`src/logic/unused_placeholder_none.sv`:
```
`default_nettype none
`default_nettype wire
```
`src/logic/rucn_pkg.sv`:
```
`default_nettype none
package rucn_pkg;
    // ----------------------------------------------------------------
    // structure defaults
    // ----------------------------------------------------------------
    localparam int NUM_CHANNELS_DEF  = 4;
    localparam int MASTER_CHAN_DEF   = 0;
    // division ratio of the datapath buffer, in source clock periods
    localparam int DIV_DATAPATH_DEF  = 1;
    // interface clock runs at half the datapath rate in wide mode
    localparam int WIDE_RATIO        = 2;
    // ----------------------------------------------------------------
    // reset values
    // ----------------------------------------------------------------
    localparam logic RST_ACTIVE      = 1'h0;
    localparam logic RST_DIV_CLK     = 1'h0;
    localparam logic RST_SYNC_RESET  = 1'h1;
    localparam logic RST_SRC_LEVEL   = 1'h0;
endpackage : rucn_pkg
`default_nettype wire

```
`src/logic/rucn_div_if.sv`:
```
`timescale 1ns/100ps
`default_nettype none
interface rucn_div_if;
    logic buf_reset;
    logic src_edge;
    logic div_clk;
    logic div_rise;
    modport buf_side (input buf_reset, input src_edge, output div_clk, output div_rise);
    modport ctl_side (output buf_reset, output src_edge, input div_clk, input div_rise);
endinterface : rucn_div_if
`default_nettype wire

```
`src/logic/rucn_div_buf.sv`:
```
`timescale 1ns/100ps
`default_nettype none
module rucn_div_buf #(
    parameter int DIV = rucn_pkg::DIV_DATAPATH_DEF
) (
    // clock and reset
    input  wire logic   core_clk,
    input  wire logic   reset,
    // control side
    rucn_div_if.buf_side dif
);
    localparam int CW = (DIV > 1) ? $clog2(DIV) : 1;
    localparam logic [CW-1:0] LAST = CW'(DIV - 1);

    logic [CW-1:0] cnt_ff;
    logic          clk_ff;
    logic          rise_ff;

    // ----------------------------------------------------------------
    // divider decode
    // ----------------------------------------------------------------
    wire hold     = reset | dif.buf_reset;
    wire wrap     = dif.src_edge & (cnt_ff == LAST);
    wire [CW-1:0] nxt_cnt = wrap ? '0 : (dif.src_edge ? cnt_ff + CW'(1) : cnt_ff);

    // count source edges, toggle output each DIV edges
    always_ff @(posedge core_clk) begin
        if (hold) begin
            cnt_ff  <= '0;
            clk_ff  <= rucn_pkg::RST_DIV_CLK;
            rise_ff <= 1'h0;
        end else begin
            cnt_ff  <= nxt_cnt;
            clk_ff  <= wrap ? ~clk_ff : clk_ff;
            rise_ff <= wrap & ~clk_ff;
        end
    end

    assign dif.div_clk  = clk_ff;
    assign dif.div_rise = rise_ff;
endmodule : rucn_div_buf
`default_nettype wire

```
`src/logic/rucn_top.sv`:
```
// Behaviour
// - one clocking instance serves the core, or one per channel in single-lane bypass mode.
// - the source is the master channel recovered clock, or the own channel's in bypass mode.
// - with narrow user width one dividing buffer drives both datapath and interface clocks.
// - with wide user width two buffers make a datapath clock at twice the interface rate.
// - each buffer divides the source down to the rate its output needs.
// - while the user clock reset is high every buffer is held and gives no clock.
// - after the user clock reset is released the active indicator asserts synchronously.
// - the chosen source clock is also exported as a source clock output.
// - the datapath and interface clocks are also exported for user logic.
`timescale 1ns/100ps
`default_nettype none
module rucn_top #(
    parameter int NUM_CHANNELS       = rucn_pkg::NUM_CHANNELS_DEF,
    parameter int MASTER_CHAN        = rucn_pkg::MASTER_CHAN_DEF,
    parameter bit SINGLE_LANE_BYPASS = 1'b0,
    parameter bit WIDE_USER          = 1'b0,
    parameter int DIV_DATAPATH       = rucn_pkg::DIV_DATAPATH_DEF
) (
    // clock and reset
    input  wire logic                    core_clk,
    input  wire logic                    reset,
    // transceiver channel side
    input  wire logic [NUM_CHANNELS-1:0] rx_recovered_clock_out,
    output logic      [NUM_CHANNELS-1:0] rx_datapath_clock_in,
    output logic      [NUM_CHANNELS-1:0] rx_interface_clock_in,
    // user side
    input  wire logic [NUM_CHANNELS-1:0] user_clk_reset,
    output logic      [NUM_CHANNELS-1:0] source_clock_out,
    output logic      [NUM_CHANNELS-1:0] datapath_clock_out,
    output logic      [NUM_CHANNELS-1:0] interface_clock_out,
    output logic      [NUM_CHANNELS-1:0] datapath_rise,
    output logic      [NUM_CHANNELS-1:0] interface_rise,
    output logic      [NUM_CHANNELS-1:0] user_clk_active
);
    // ----------------------------------------------------------------
    // instance count
    // ----------------------------------------------------------------
    localparam int NUM_INST = SINGLE_LANE_BYPASS ? NUM_CHANNELS : 1;
    localparam int DIV_IFC  = WIDE_USER ? DIV_DATAPATH * rucn_pkg::WIDE_RATIO : DIV_DATAPATH;

    // per-instance clock results
    logic [NUM_INST-1:0] inst_src;
    logic [NUM_INST-1:0] inst_dp_clk;
    logic [NUM_INST-1:0] inst_if_clk;
    logic [NUM_INST-1:0] inst_dp_rise;
    logic [NUM_INST-1:0] inst_if_rise;
    logic [NUM_INST-1:0] inst_active;

    // ----------------------------------------------------------------
    // clocking instances
    // ----------------------------------------------------------------
    for (genvar i = 0; i < NUM_INST; i++) begin : g_inst
        logic src_meta_ff;
        logic src_sync_ff;
        logic src_prev_ff;
        logic rst_meta_ff;
        logic rst_sync_ff;
        logic active_ff;

        // source and reset selection
        wire src_pin = SINGLE_LANE_BYPASS ? rx_recovered_clock_out[i]
                                          : rx_recovered_clock_out[MASTER_CHAN];
        wire rst_pin = SINGLE_LANE_BYPASS ? user_clk_reset[i]
                                          : user_clk_reset[MASTER_CHAN];
        wire src_edge = src_sync_ff ^ src_prev_ff;

        // two-stage capture of the recovered clock
        always_ff @(posedge core_clk) begin
            if (reset) begin
                src_meta_ff <= rucn_pkg::RST_SRC_LEVEL;
                src_sync_ff <= rucn_pkg::RST_SRC_LEVEL;
                src_prev_ff <= rucn_pkg::RST_SRC_LEVEL;
            end else begin
                src_meta_ff <= src_pin;
                src_sync_ff <= src_meta_ff;
                src_prev_ff <= src_sync_ff;
            end
        end

        // two-stage capture of the user clock reset
        always_ff @(posedge core_clk) begin
            if (reset) begin
                rst_meta_ff <= rucn_pkg::RST_SYNC_RESET;
                rst_sync_ff <= rucn_pkg::RST_SYNC_RESET;
            end else begin
                rst_meta_ff <= rst_pin;
                rst_sync_ff <= rst_meta_ff;
            end
        end

        // active indicator follows the released reset
        always_ff @(posedge core_clk) begin
            if (reset || rst_sync_ff) begin
                active_ff <= rucn_pkg::RST_ACTIVE;
            end else begin
                active_ff <= 1'h1;
            end
        end

        rucn_div_if dp_if ();
        assign dp_if.buf_reset = rst_sync_ff;
        assign dp_if.src_edge  = src_edge;

        // datapath dividing buffer
        rucn_div_buf #(
            .DIV (DIV_DATAPATH)
        ) u_dp_buf (
            .core_clk (core_clk),
            .reset    (reset),
            .dif      (dp_if.buf_side)
        );

        if (WIDE_USER) begin : g_wide
            rucn_div_if if_if ();
            assign if_if.buf_reset = rst_sync_ff;
            assign if_if.src_edge  = src_edge;

            // interface dividing buffer at half the datapath rate
            rucn_div_buf #(
                .DIV (DIV_IFC)
            ) u_if_buf (
                .core_clk (core_clk),
                .reset    (reset),
                .dif      (if_if.buf_side)
            );
            assign inst_if_clk[i]  = if_if.div_clk;
            assign inst_if_rise[i] = if_if.div_rise;
        end else begin : g_narrow
            assign inst_if_clk[i]  = dp_if.div_clk;
            assign inst_if_rise[i] = dp_if.div_rise;
        end

        assign inst_src[i]     = src_sync_ff;
        assign inst_dp_clk[i]  = dp_if.div_clk;
        assign inst_dp_rise[i] = dp_if.div_rise;
        assign inst_active[i]  = active_ff;
    end

    // ----------------------------------------------------------------
    // channel and boundary wiring
    // ----------------------------------------------------------------
    for (genvar c = 0; c < NUM_CHANNELS; c++) begin : g_chan
        localparam int SEL = SINGLE_LANE_BYPASS ? c : 0;
        // internal channel clocks
        assign rx_datapath_clock_in[c]  = inst_dp_clk[SEL];
        assign rx_interface_clock_in[c] = inst_if_clk[SEL];
        // exported copies for user logic
        assign source_clock_out[c]      = inst_src[SEL];
        assign datapath_clock_out[c]    = inst_dp_clk[SEL];
        assign interface_clock_out[c]   = inst_if_clk[SEL];
        assign datapath_rise[c]         = inst_dp_rise[SEL];
        assign interface_rise[c]        = inst_if_rise[SEL];
        assign user_clk_active[c]       = inst_active[SEL];
    end
endmodule : rucn_top
`default_nettype wire

```
`config.mk`:
```
export PLATFORM = sky130hd
export DESIGN_NAME = rucn_top
export DESIGN_NICKNAME = d
export VERILOG_FILES = /design/src/logic/unused_placeholder_none.sv /design/src/logic/rucn_pkg.sv /design/src/logic/rucn_div_if.sv /design/src/logic/rucn_div_buf.sv /design/src/logic/rucn_top.sv
export SDC_FILE = /design/constraint.sdc
export NUM_CORES = 1
export LEC_CHECK = 0
export CAP_MARGIN = 20
export CORE_AREA = 4 4 41 43
export DETAILED_ROUTE_END_ITERATION = 10
export DIE_AREA = 0 0 45 47
export DONT_BUFFER_PORTS = 1
export PLACE_DENSITY_LB_ADDON = 0.25
export RECOVER_POWER = 25
export SLEW_MARGIN = 30
export SYNTH_ARGS = -nofsm -noshare
export SYNTH_HDL_FRONTEND = slang
export SYNTH_SLANG_ARGS = --single-unit
```
`constraint.sdc`:
```
create_clock -name core_clk -period 1.4 [get_ports core_clk]
set_input_delay 0.07 -clock core_clk [delete_from_list [all_inputs] [get_ports core_clk]]
set_output_delay 0.07 -clock core_clk [all_outputs]
set_load 0.005 [all_outputs]
```
==> summary.txt <==
Power
  • Leakage power: approximately 0.14 nW
  • Max IR drop VDD: just over 400 µV
  • PD cells: about 1400 nW/µm²

STA
  • Fin Clk Skew: about 1.4 ps
  • RSZ-0062 raised after global routing: false
  • Fin crit share: between 80% and 90%
  • Max frequency: 0.856 GHz
  • Worst Hold Slack: between 400 and 500 ps
  • Worst slew pin tran: a little under 400 ps
  • Max-slew headroom: approximately 74%
  • Final hold vios: 0
  • Setup TNS: 0 ps
  • Setup violators final: 0
  • Max Slew Vio Count: 0
  • Minimum clock period: about 1200 ps

Status
  • Outcome: completed

Layout
  • Antenna diodes: 0
  • Share of cells above drive strength 1: roughly 24%
  • Area Growth Syn to Fin: -31.2%
  • Final Net Count: 40
  • Fillers: between 100 and 150

Global routing
  • Antenna violations before repair: 0
  • Largest net degree at the start of global routing: 17
  • Number of global-route vias before repair: 193
  • First-pass GRT wire length: 759 µm
  • All-Layer GR Usage: under 10%
  • Grt ovf: 0

Floorplanning
  • # rows: 13
  • Ports: 42
  • Starting Density: between 30% and 40%
  • Die Wd: ~45 µm
  • DIE AREA: between 2000 and 2500 µm²
  • Die height: around 47 µm
  • Core Area: 1300 µm²

Logic synthesis
  • Post-synthesis xor/xnor area fraction: under 10%
  • Largest family of logic cells by synthesized area: buffers and inverters
  • Simple-Gate Fraction of Synth Area: ~13%
  • Async set-reset flop share out of synthesis: 0%
  • Synth cell count leaders: buf_4, dfxtp_1, nor2b_1
  • Seq cells post-synth: 9
  • Post-synth top area share: 47.9%
  • Leading cell type by number of instances after synthesis: buf_4
  • Largest cells by area after synthesis: buf_4, dfxtp_1, nor2b_1
  • Mux cell area share after synthesis: 0%
  • Post-synthesis instance area: 502 µm²
  • Net Count, Synth: 62
  • Post-synth top flop: dfxtp_1
  • Syn Area/Cell: between 9 and 10 µm²
  • Largest area contributor in the netlist: buf_4
  • Netlist cell types: 10
  • Synth Area in Compound Gates: under 10%
  • Yosys synthesis warning count: 0
  • Synth Area in Adders: 0%
  • Number of synthesized flops with an enable pin: 0
  • Seq/Total Area, Yosys: between 30% and 40%
  • Post-Syn Instances: 52

Critical path
  • Reg2reg setup slack: between 400 and 500 ps
  • Crit path max-delay family: buffers and inverters
  • WP data required: around 1500 ps
  • Critical path class: primary input to flop
  • CP max-delay cell: dlygate4sd3_1
  • FF-to-FF path depth: 3
  • Critical path's largest stage delay: around 630 ps
  • Crit path launch type: primary input
  • CP max FO: 6
  • CP Depth: 3
  • Crit path cell chain: dlygate4sd3_1, nor2b_1, dlygate4sd3_1
  • RR Endpoint: g_inst[0].u_dp_buf.dif.div_clk
  • Worst reg2reg startpoint: g_inst[0].src_sync_ff
  • Worst Path Arrival: between 1000 and 1500 ps
  • CP bufs+invs: 2
  • Worst setup EP type: flop
  • Most repeated library cell on the critical path: dlygate4sd3_1
  • Worst Setup SP: reset
  • Crit path to: g_inst[0].src_meta_ff

Clock tree
  • Num CTS Buffers: 3
  • CTS tree: yes
  • Setup Fix Bufs, Post-CTS: 0
  • CTS resizes: 0
  • Clock Pin Slew Worst Setup and Hold Paths: roughly 60 ps
  • Worst skew pair latency: 250 ps
  • CTS hold repair buffers: 3
  • CTS Sinks: 9
  • CTS root buf: clkbuf_4
  • CTS H-tree lvls: 1
  • Bufs on Longest Clock Path: 2

Drt
  • Residual DRC: 0
  • DRT iter0 DRCs: 1
  • DRT antenna net count: 0
  • Wire length per cell: slightly above 9 µm
  • Vias: 173
  • DR pass1 iterations: 2
  • Final WL: 406 µm
  • Vias/cell: between 3 and 4

Flow run
  • Max cap viols: 0

Place
  • Detailed Place HPWL: 268 µm
  • Placer Congestion: 0.575
  • IO buf count: 0

Min path
  • Worst min path class: flop to flop
==> placed cells by master (no fill, tap or decap) <==
| cell | count |
|---|---|
| xnor2_1 | 1 |
| buf_4 | 1 |
| clkbuf_4 | 3 |
| dlygate4sd3_1 | 3 |
| o211ai_1 | 1 |
| or2_2 | 2 |
| clkbuf_1 | 2 |
| and3_1 | 1 |
| nor4b_2 | 1 |
| dfxtp_1 | 9 |
| nor2_1 | 1 |
| nor2b_1 | 3 |
| nand2b_1 | 1 |
==> stage by stage <==
step | instances | total power, mW | setup slack, ps | instance area, µm² | util [%]
finish | 44 | 0.480 | 232 | 345 | 26.5
global route | 44 | 0.509 | 168 | 345 | 26.5
CTS | 44 | 0.492 | 218 | 352 | 27.0
detailed placement | 37 | 0.288 | 497 | 295 | 22.7
global placement | 37 | 0.288 | 497 | 295 | 22.7
floorplan | 52 | 0.303 | 458 | 502 | -
==> worst min path at each step <==
stage                           from                   endpoint  slack [ps]  cells past startpoint
6_report       g_inst[0].rst_meta_ff  g_inst[0].dp_if.buf_reset         410                      1
5_1_grt        g_inst[0].rst_meta_ff  g_inst[0].dp_if.buf_reset         430                      1
4_1_cts        g_inst[0].rst_meta_ff  g_inst[0].dp_if.buf_reset         410                      1
3_5_place_dp                   reset      g_inst[0].src_meta_ff         140                      1
3_3_place_gp                   reset      g_inst[0].src_prev_ff         140                      1
2_1_floorplan                  reset      g_inst[0].src_meta_ff         140                      1
==> cell families after synthesis <==
group,after synthesis
flops,9
simple gates,9
buf+inv,32
xor+xnor,1
compound gates,1
==> metal layers <==
| metal | wire [µm] | global-route usage, % | vias up |
|---|---|---|---|
| li1 | - | - | 82 |
| met1 | 160 | 4.84 | 83 |
| met2 | 175 | 8.19 | 8 |
| met3 | 71 | 5.75 | 0 |
| met4 | 0 | 3.51 | 0 |
| met5 | 0 | 0 | - |
==> registers in the layout (all words and copies together) (netlist names) <==
signal and count:
g_inst.active_ff 1, g_inst.dp_if.buf_reset 1, g_inst.rst_meta_ff 1, g_inst.src_meta_ff 1, g_inst.src_prev_ff 1, g_inst.src_sync_ff 1, g_inst.u_dp_buf.cnt_ff 1, g_inst.u_dp_buf.dif.div_clk 1
g_inst.u_dp_buf.dif.div_rise 1
==> power breakdown <==
part	internal, mW	switching [mW]
registers	0.264	0.00398
logic	0.0116	0.00967
clock network	0.109	0.0815
==> cell type report <==
| type | count | area, µm² | share of cell area (%) |
|---|---|---|---|
| Timing Repair Buffer | 5 | 41.3 | 12.0 |
| Tap cell | 15 | 18.8 | 5.43 |
| Clock buffer | 4 | 26.3 | 7.61 |
| Multi-Input combinational cell | 11 | 78.8 | 22.8 |
| Sequential cell | 9 | 180 | 52.2 |
No activity file was read; power rests on OpenSTA's default activity.
